**src/design/rcl_pkg.sv**
```systemverilog
// Constants, types and register map of the reset cause and init logic
package rcl_pkg;

  // Timing
  localparam int unsigned CLK_PERIOD_NS = 8;
  localparam int unsigned EXT_CLEAR_MIN_NS = 2000;
  localparam int unsigned EXT_CLEAR_CYC =
    (EXT_CLEAR_MIN_NS + CLK_PERIOD_NS - 1) / CLK_PERIOD_NS;

  // Register offsets
  localparam logic [8:0] ADDR_STATUS = 9'h003;
  localparam logic [8:0] ADDR_PORT = 9'h005;
  localparam logic [8:0] ADDR_IRQ_CTRL = 9'h00B;
  localparam logic [8:0] ADDR_PIR = 9'h00C;
  localparam logic [8:0] ADDR_PWR = 9'h08E;
  localparam logic [8:0] ADDR_ANALOG = 9'h091;
  localparam logic [8:0] ADDR_NV_DATA = 9'h09A;
  localparam logic [8:0] ADDR_NV_ADDR = 9'h09B;
  localparam logic [8:0] ADDR_NV_CTRL = 9'h09C;

  // Field positions
  localparam int unsigned STATUS_TO_BIT = 4;
  localparam int unsigned STATUS_PD_BIT = 3;
  localparam int unsigned PWR_EN_BIT = 2;
  localparam int unsigned PWR_POR_BIT = 1;
  localparam int unsigned PWR_DIP_BIT = 0;
  localparam int unsigned NV_ABORT_BIT = 3;
  localparam int unsigned GIE_BIT = 7;

  // Reset values
  localparam logic [7:0] STATUS_RST = 8'h18;
  localparam logic [2:0] PWR_RST = 3'h4;
  localparam logic [7:0] IRQ_CTRL_RST = 8'h00;
  localparam logic [7:0] PIR_RST = 8'h00;
  localparam logic [7:0] ANALOG_RST = 8'hFF;
  localparam logic [7:0] NV_RST = 8'h00;
  localparam logic [12:0] PC_RST = 13'h0000;
  localparam logic [12:0] PC_VECTOR = 13'h0004;

  typedef enum logic [2:0] {
    CAUSE_POWER_ON = 3'b000,
    CAUSE_WDT_RUN = 3'b001,
    CAUSE_WDT_WAKE = 3'b010,
    CAUSE_PIN_RUN = 3'b011,
    CAUSE_PIN_SLEEP = 3'b100,
    CAUSE_SUPPLY_DIP = 3'b101,
    CAUSE_IRQ_WAKE = 3'b110
  } rcl_cause_type;

  typedef struct packed {
    logic wr;
    logic rd;
    logic [8:0] addr;
    logic [7:0] wdata;
  } rcl_req_type;

endpackage

```
**src/design/rcl_reset_logic.sv**
```systemverilog
// Reset cause classification and register initialisation
`timescale 1ns/100ps
module rcl_reset_logic (
  // Clock and power-on reset
  input wire logic clk,
  input wire logic rst_b,
  // Reset and wake sources
  input wire logic external_clear_pin_b,
  input wire logic watchdog_timer_expired,
  input wire logic power_on_detect,
  input wire logic supply_dip_detect,
  input wire logic [7:0] wake_irq_flags,
  // Core handshakes
  input wire logic sleep_enter,
  input wire logic instr_step,
  input wire logic nv_write_busy,
  input wire logic nv_write_done,
  // Register port
  input wire rcl_pkg::rcl_req_type reg_req,
  output logic [7:0] reg_rdata,
  // Core state
  output logic core_reset,
  output logic [12:0] program_counter,
  output logic sleeping,
  output logic wake_pulse,
  output rcl_pkg::rcl_cause_type last_cause,
  output logic [7:0] irq_control_reg,
  output logic [7:0] port_latch,
  output logic [7:0] nv_data_reg,
  output logic [7:0] nv_addr_reg
);

  function automatic logic hit(input logic [8:0] a, input logic [8:0] t);
    hit = (a == t);
  endfunction

  logic [7:0] filt_cnt_q, filt_cnt_d;
  logic rst_q, rst_d;
  logic sleeping_q, sleeping_d;
  logic vec_pend_q, vec_pend_d;
  logic wake_q, wake_d;
  logic [12:0] pc_q, pc_d;
  rcl_pkg::rcl_cause_type cause_q, cause_d;
  logic [7:0] status_q, status_d;
  logic [2:0] pwr_q, pwr_d;
  logic [7:0] irq_ctrl_q, irq_ctrl_d;
  logic [7:0] pir_q, pir_d;
  logic [7:0] analog_q, analog_d;
  logic [7:0] nv_data_q, nv_data_d;
  logic [7:0] nv_addr_q, nv_addr_d;
  logic abort_q, abort_d;
  logic [7:0] port_q, port_d;
  logic [7:0] rdata_q, rdata_d;
  logic pin_hit;
  logic wdt_reset;
  logic any_src;
  logic entry;
  logic wdt_wake;
  logic irq_wake;
  logic wr_ok;

  localparam logic [7:0] FILT_MAX = 8'(rcl_pkg::EXT_CLEAR_CYC);

  always_comb begin
    // Glitch filter: count low cycles, restart on any high sample
    filt_cnt_d = filt_cnt_q;
    if (external_clear_pin_b) begin
      filt_cnt_d = 8'h00;
    end else if (filt_cnt_q != FILT_MAX) begin
      filt_cnt_d = filt_cnt_q + 8'h01;
    end
    // Gated by the live pin so reset drops the edge after the pin rises
    pin_hit = ~external_clear_pin_b & (filt_cnt_q == FILT_MAX);

    // A watchdog expiry only resets while running
    wdt_reset = watchdog_timer_expired & ~sleeping_q;
    any_src = power_on_detect | supply_dip_detect | pin_hit
              | wdt_reset;
    entry = any_src & ~rst_q;
    wdt_wake = watchdog_timer_expired & sleeping_q & ~any_src;
    irq_wake = (|wake_irq_flags) & sleeping_q & ~any_src & ~wdt_wake;
    rst_d = any_src;
    wr_ok = reg_req.wr & ~rst_q;

    sleeping_d = sleeping_q;
    vec_pend_d = vec_pend_q;
    wake_d = wdt_wake | irq_wake;
    pc_d = pc_q;
    cause_d = cause_q;
    status_d = status_q;
    pwr_d = pwr_q;
    irq_ctrl_d = irq_ctrl_q;
    pir_d = pir_q;
    analog_d = analog_q;
    nv_data_d = nv_data_q;
    nv_addr_d = nv_addr_q;
    abort_d = abort_q;
    port_d = port_q;

    // Software writes
    if (wr_ok && hit(reg_req.addr, rcl_pkg::ADDR_STATUS)) begin
      status_d[7:5] = reg_req.wdata[7:5];
      status_d[2:0] = reg_req.wdata[2:0];
    end
    if (wr_ok && hit(reg_req.addr, rcl_pkg::ADDR_PWR)) begin
      pwr_d = reg_req.wdata[2:0];
    end
    if (wr_ok && hit(reg_req.addr, rcl_pkg::ADDR_IRQ_CTRL)) begin
      irq_ctrl_d = reg_req.wdata;
    end
    if (wr_ok && hit(reg_req.addr, rcl_pkg::ADDR_PIR)) begin
      pir_d = reg_req.wdata;
    end
    if (wr_ok && hit(reg_req.addr, rcl_pkg::ADDR_ANALOG)) begin
      analog_d = reg_req.wdata;
    end
    if (wr_ok && hit(reg_req.addr, rcl_pkg::ADDR_NV_DATA)) begin
      nv_data_d = reg_req.wdata;
    end
    if (wr_ok && hit(reg_req.addr, rcl_pkg::ADDR_NV_ADDR)) begin
      nv_addr_d = reg_req.wdata;
    end
    if (wr_ok && hit(reg_req.addr, rcl_pkg::ADDR_PORT)) begin
      port_d = reg_req.wdata;
    end
    if (nv_write_done) begin
      abort_d = 1'b0;
    end
    if (wr_ok && hit(reg_req.addr, rcl_pkg::ADDR_NV_CTRL)) begin
      abort_d = reg_req.wdata[rcl_pkg::NV_ABORT_BIT];
    end

    // Core stepping and sleep entry
    if (!sleeping_q && !rst_q && instr_step) begin
      if (vec_pend_q) begin
        pc_d = rcl_pkg::PC_VECTOR;
        vec_pend_d = 1'b0;
      end else begin
        pc_d = pc_q + 13'h0001;
      end
    end
    if (!sleeping_q && !rst_q && sleep_enter) begin
      sleeping_d = 1'b1;
      status_d[rcl_pkg::STATUS_TO_BIT] = 1'b1;
      status_d[rcl_pkg::STATUS_PD_BIT] = 1'b0;
    end

    // Wake from sleep: no register reset, counter moves on
    if (wdt_wake) begin
      cause_d = rcl_pkg::CAUSE_WDT_WAKE;
      sleeping_d = 1'b0;
      pc_d = pc_q + 13'h0001;
      status_d[rcl_pkg::STATUS_TO_BIT] = 1'b0;
      status_d[rcl_pkg::STATUS_PD_BIT] = 1'b0;
    end else if (irq_wake) begin
      sleeping_d = 1'b0;
      pc_d = pc_q + 13'h0001;
      vec_pend_d = irq_ctrl_q[rcl_pkg::GIE_BIT];
      // Only the waking bits change; the rest stays as it was
      pir_d = pir_d | wake_irq_flags;
      status_d[rcl_pkg::STATUS_TO_BIT] = 1'b1;
      status_d[rcl_pkg::STATUS_PD_BIT] = 1'b0;
      cause_d = rcl_pkg::CAUSE_IRQ_WAKE;
    end

    // Cause and flags are taken once, on entry into reset
    if (entry) begin
      if (power_on_detect) begin
        cause_d = rcl_pkg::CAUSE_POWER_ON;
      end else if (supply_dip_detect) begin
        cause_d = rcl_pkg::CAUSE_SUPPLY_DIP;
      end else if (pin_hit) begin
        cause_d = sleeping_q ? rcl_pkg::CAUSE_PIN_SLEEP
                             : rcl_pkg::CAUSE_PIN_RUN;
      end else begin
        cause_d = rcl_pkg::CAUSE_WDT_RUN;
      end
      case (cause_d)
        rcl_pkg::CAUSE_POWER_ON: begin
          status_d = rcl_pkg::STATUS_RST;
          pwr_d = rcl_pkg::PWR_RST;
        end
        rcl_pkg::CAUSE_SUPPLY_DIP: begin
          status_d[rcl_pkg::STATUS_TO_BIT] = 1'b1;
          status_d[rcl_pkg::STATUS_PD_BIT] = 1'b1;
          pwr_d[rcl_pkg::PWR_EN_BIT] = 1'b1;
          pwr_d[rcl_pkg::PWR_DIP_BIT] = 1'b0;
        end
        rcl_pkg::CAUSE_PIN_SLEEP: begin
          status_d[rcl_pkg::STATUS_TO_BIT] = 1'b1;
          status_d[rcl_pkg::STATUS_PD_BIT] = 1'b0;
        end
        rcl_pkg::CAUSE_WDT_RUN: begin
          // Power-down flag keeps its value
          status_d[rcl_pkg::STATUS_TO_BIT] = 1'b0;
        end
        default: begin
          // Pin clear while running leaves both flags alone
          status_d = status_d;
        end
      endcase
      // Hardware set wins over a same-cycle clear or write
      if (nv_write_busy && cause_d != rcl_pkg::CAUSE_POWER_ON) begin
        abort_d = 1'b1;
      end
    end

    // Held reset: PC and most registers at reset values; status bits 4:0, PWR, abort and port latch untouched
    if (any_src) begin
      status_d[7:5] = 3'b000;
      irq_ctrl_d = rcl_pkg::IRQ_CTRL_RST;
      pir_d = rcl_pkg::PIR_RST;
      analog_d = rcl_pkg::ANALOG_RST;
      nv_data_d = rcl_pkg::NV_RST;
      nv_addr_d = rcl_pkg::NV_RST;
      pc_d = rcl_pkg::PC_RST;
      sleeping_d = 1'b0;
      vec_pend_d = 1'b0;
      port_d = port_q;
    end

    // Read data, one cycle after the strobe
    rdata_d = 8'h00;
    if (reg_req.rd) begin
      case (reg_req.addr)
        rcl_pkg::ADDR_STATUS: rdata_d = status_q;
        rcl_pkg::ADDR_PORT: rdata_d = port_q & ~analog_q;
        rcl_pkg::ADDR_IRQ_CTRL: rdata_d = irq_ctrl_q;
        rcl_pkg::ADDR_PIR: rdata_d = pir_q;
        rcl_pkg::ADDR_PWR: rdata_d = {5'h00, pwr_q};
        rcl_pkg::ADDR_ANALOG: rdata_d = analog_q;
        rcl_pkg::ADDR_NV_DATA: rdata_d = nv_data_q;
        rcl_pkg::ADDR_NV_ADDR: rdata_d = nv_addr_q;
        rcl_pkg::ADDR_NV_CTRL: rdata_d = {4'h0, abort_q, 3'b000};
        default: rdata_d = 8'h00;
      endcase
    end
  end

  // Power-on reset acts at once; release of core_reset waits for a clock
  always_ff @(posedge clk or negedge rst_b) begin
    if (!rst_b) begin
      filt_cnt_q <= 8'h00;
      rst_q <= 1'b1;
      sleeping_q <= 1'b0;
      vec_pend_q <= 1'b0;
      wake_q <= 1'b0;
      pc_q <= rcl_pkg::PC_RST;
      cause_q <= rcl_pkg::CAUSE_POWER_ON;
      status_q <= rcl_pkg::STATUS_RST;
      pwr_q <= rcl_pkg::PWR_RST;
      irq_ctrl_q <= rcl_pkg::IRQ_CTRL_RST;
      pir_q <= rcl_pkg::PIR_RST;
      analog_q <= rcl_pkg::ANALOG_RST;
      nv_data_q <= rcl_pkg::NV_RST;
      nv_addr_q <= rcl_pkg::NV_RST;
      abort_q <= 1'b0;
      rdata_q <= 8'h00;
    end else begin
      filt_cnt_q <= filt_cnt_d;
      rst_q <= rst_d;
      sleeping_q <= sleeping_d;
      vec_pend_q <= vec_pend_d;
      wake_q <= wake_d;
      pc_q <= pc_d;
      cause_q <= cause_d;
      status_q <= status_d;
      pwr_q <= pwr_d;
      irq_ctrl_q <= irq_ctrl_d;
      pir_q <= pir_d;
      analog_q <= analog_d;
      nv_data_q <= nv_data_d;
      nv_addr_q <= nv_addr_d;
      abort_q <= abort_d;
      rdata_q <= rdata_d;
    end
  end

  // No reset at all: content is unknown until software writes it
  always_ff @(posedge clk) begin
    port_q <= port_d;
  end

  assign reg_rdata = rdata_q;
  assign core_reset = rst_q;
  assign program_counter = pc_q;
  assign sleeping = sleeping_q;
  assign wake_pulse = wake_q;
  assign last_cause = cause_q;
  assign irq_control_reg = irq_ctrl_q;
  assign port_latch = port_q;
  assign nv_data_reg = nv_data_q;
  assign nv_addr_reg = nv_addr_q;

endmodule

```
**config.mk**
```make
export PLATFORM = sky130hd
export DESIGN_NAME = rcl_reset_logic
export DESIGN_NICKNAME = d
export VERILOG_FILES = /design/src/design/rcl_pkg.sv /design/src/design/rcl_reset_logic.sv
export SDC_FILE = /design/constraint.sdc
export NUM_CORES = 1
export LEC_CHECK = 0
export ABC_AREA = 0
export BUFFER_PORTS_ARGS = -buffer_cell sky130_fd_sc_hd__buf_2
export CAP_MARGIN = 30
export CORE_ASPECT_RATIO = 0.7
export CORE_MARGIN = 5
export CORE_UTILIZATION = 30
export DETAILED_ROUTE_END_ITERATION = 12
export PLACE_DENSITY_LB_ADDON = 0.08
export SLEW_MARGIN = 20
export SYNTH_ARGS = -nofsm -noshare
export SYNTH_HDL_FRONTEND = slang
export SYNTH_SLANG_ARGS = --single-unit
```
**constraint.sdc**
```tcl
create_clock -name clk -period 4.35 [get_ports clk]
set_input_delay 0.87 -clock clk [delete_from_list [all_inputs] [get_ports clk]]
set_output_delay 0.87 -clock clk [all_outputs]
set_load 0.01 [all_outputs]
```
==> flow_summary.yaml <==
status:
  status: "finished clean"
worst_setup_path:
  worstPathCellList: "buf_2, nor2_1, o21ai_1, a21oi_1, inv_1, nor4_2"
  cp-start-kind: "input port"
  critical_path_class: "in -> reg"
  slowest_delay_ns: 0.77
  crit_fanout: 10
  critPathArrivalTime_ns: 3.21
  critical_path.top_delay_family: "simple AND/OR/NAND/NOR gates"
  critPathLaunch: "power_on_detect"
  rr_startpoint: "filt_cnt_q[0]$_DFFE_PN0P_"
  endpoint_kind: "flip-flop"
  crit_buf_inv: 2
  cpMaxStageDelayCell: "nor4_2"
  cp.required_ns: 4.33
clocking:
  cts_resized: 0
  clk_latency_ns: 0.36
  cts_buffer_depth: 2
  cts_buffers: 9
  clkSlewWorstSetupHoldPaths_ns: 0.07
  holdBufCountCts: 0
  post-cts-setup-buffers: 0
  root_buffer: "clkbuf_16"
  tritoncts: "done"
  cts.sinks: 96
  htree_levels: 3
drt:
  vias: 4325
  wl_per_cell_um: 19.64
  drtIter0Drc: 272
  vias_per_cell: 5.346
  drtAntennaViolNets: 0
  dr.pass1.iters: 6
  wirelength_um: 15890
  drc: 0
global_route:
  first_global_vias: 4332
  track_usage: 0.1720
  overflow: 0
  grt_pass1_wl_um: 25030
  use_met1: 0.2547
  gr-max-usage-layer: "met1"
  grt_start_max_net_pins: 66
  use_met2: 0.2516
  antenna_found_initial: 0
  use_met3: 0.04162
die:
  io_pins: 96
  floorplan.core_area_sq_mm: 0.01610
  die_h_um: 116.6
  die_area_sq_mm: 0.01892
  initial_core_util: 0.3023
  rows: 39
  die-width_um: 162.3
layout:
  diodes: 0
  postLayoutCellArea_sq_mm: 0.005892
  areaGrowthSynthToFinish_pct: 21.02
  nNetsFinal: 639
  drive_gt1_frac: 0.2517
  largest_register_ffs: 13
synthesis:
  netlist_area_sq_mm: 0.004868
  syn_inst: 503
  synth_warnings: 0
  ys_seq_area_frac: 0.5048
  synth_fp_nets: 543
  synth.distinct_cells: 65
  async_flop_share: 0.9167
  synth.avg_cell_area_sq_um: 9.679
  synth_seq_cells: 96
  synth-main-ff-cell: "dfrtp_1"
  synth_enable_flop_cells: 8
timing:
  maxSlewViolCount: 0
  finClkSkew_ns: 0.01052
  tightest_slew_ns: 0.9348
  setup_tns_ns: 0
  fmax_mhz: 309.5
  rsz0062_at_grt: "false"
  relSlewSlack: 0.3745
  hold_viol: 0
  finalCriticalPeriod_ns: 3.231
  setup_viol: 0
  finalCritPeriodShare: 0.7427
placement:
  place_area_sq_mm: 0.005598
  port_buffers: 95
  place_congestion: 0.8536
  post-dp-hpwl_um: 11670
hold_path:
  hp-class: "in -> async"
power:
  irDropWorstVdd_v: 0.0001675
  leakagePower_nw: 2.600
  p_per_area_mw_per_mm2: 307.1
flow_run:
  maxCapViolCount: 0
stage by stage:
stage / worst slack (ns) / cells / power (W) / utilization / hold slack [ns]
finish: 1.119 / 809 / 0.001810 / 0.3659 / 0.4618
global route: 0.8580 / 809 / 0.001888 / 0.3659 / 0.4921
CTS: 1.118 / 808 / 0.001840 / 0.3646 / 0.5024
detailed placement: 0.7492 / 792 / 0.001076 / 0.3476 / 0.4917
global placement: 0.8761 / 791 / 0.001075 / 0.3472 / 0.4912
floorplan: 0.9570 / 503 / 0.0009966 / - / 0.4709
Yosys cell counts (8+ instances only):
master    number  area [sq um]
clkbuf_1      12         45.04
o21ai_0       10         50.05
dfrtp_1       76          1902
mux2i_1       25         250.2
nand3_1       41         205.2
a21oi_1       27         135.1
nor2_1        49         183.9
inv_1         18         67.56
nand2_1       67         251.5
a22oi_1       10         75.07
a32oi_1        8         70.07
dfstp_2       12         315.3
buf_2          8         40.04
a31oi_1        8         50.05
nor3_1         8         40.04
edfxtp_1       8         240.2
layout make-up:
class | instances | area [sq um]
clock buffer | 9 | 225.2
fill | 1663 | 10210
multi-input combinational | 367 | 2256
timing repair buffer | 107 | 580.6
sequential | 96 | 2457
tap | 205 | 256.5
clock inverter | 7 | 48.80
inverter | 18 | 67.56
per-layer routing:
metal  wire (um)  part of all wire  up-vias
met1        8061              0.51     2135
met5           0                 0        -
met2        6663              0.42      134
li1            -                 -     2039
met3         934             0.059       17
met4         233             0.015        0
cells by family (layout without fill, tap and decap cells):
logic type | after synthesis | after routing | share of synthesized area
buffers and inverters | 40 | 141 | 0.03444
AND/OR/NAND/NOR | 224 | 224 | 0.2346
multiplexers | 25 | 25 | 0.05140
AO/OA/AOI/OAI | 110 | 110 | 0.1581
XOR/XNOR | 5 | 5 | 0.008997
flip-flops | 96 | 96 | 0.5048
adder cells (fa/ha/maj) | 3 | 3 | 0.007711
where the power goes:
group / leakage, nW / total (W) / switching (W) / internal (W)
Combinational: 1.22 / 0.000131 / 0.0000885 / 0.0000427
Sequential: 1.25 / 0.000928 / 0.0000119 / 0.000916
Clock: 0.127 / 0.000751 / 0.000364 / 0.000387
Total: 2.60 / 0.00181 / 0.000464 / 0.00135
worst paths after layout:
check	slack, ns	cells past startpoint	endpoint
worst max-delay path	1.12	6	port_latch[3]$_DFFE_PP_
worst min-delay path	0.46	1	program_counter[9]$_DFFE_PN0P_
worst max register to register	1.26	7	port_latch[3]$_DFFE_PP_
worst min register to register	0.50	2	analog_q[3]$_DFFE_PN1P_
max in group asynchronous	3.13	2	analog_q[0]$_DFFE_PN1P_
min in group clk	0.50	2	analog_q[3]$_DFFE_PN1P_
worst reg2reg max path: stages (launching register included):
cell and delay [ns]:
dfrtp_1 0.41, inv_1 0.06, ha_1 0.22, nand4bb_1 0.17, o21ai_1 0.24, a21oi_1 0.69
inv_1 0.15, nor4_2 0.77
cells in the final DEF (no fill, tap or decap), types with 8 or more instances in the layout:
| master | instances |
|---|---|
| a21oi_1 | 27 |
| a22oi_1 | 10 |
| a31oi_1 | 8 |
| a32oi_1 | 8 |
| buf_2 | 94 |
| buf_4 | 12 |
| clkbuf_16 | 9 |
| dfrtp_1 | 76 |
| dfstp_2 | 12 |
| edfxtp_1 | 8 |
| inv_1 | 18 |
| mux2i_1 | 25 |
| nand2_1 | 67 |
| nand3_1 | 41 |
| nor2_1 | 49 |
| nor3_1 | 8 |
| o21ai_0 | 10 |
No activity file was read; power rests on OpenSTA's default activity.
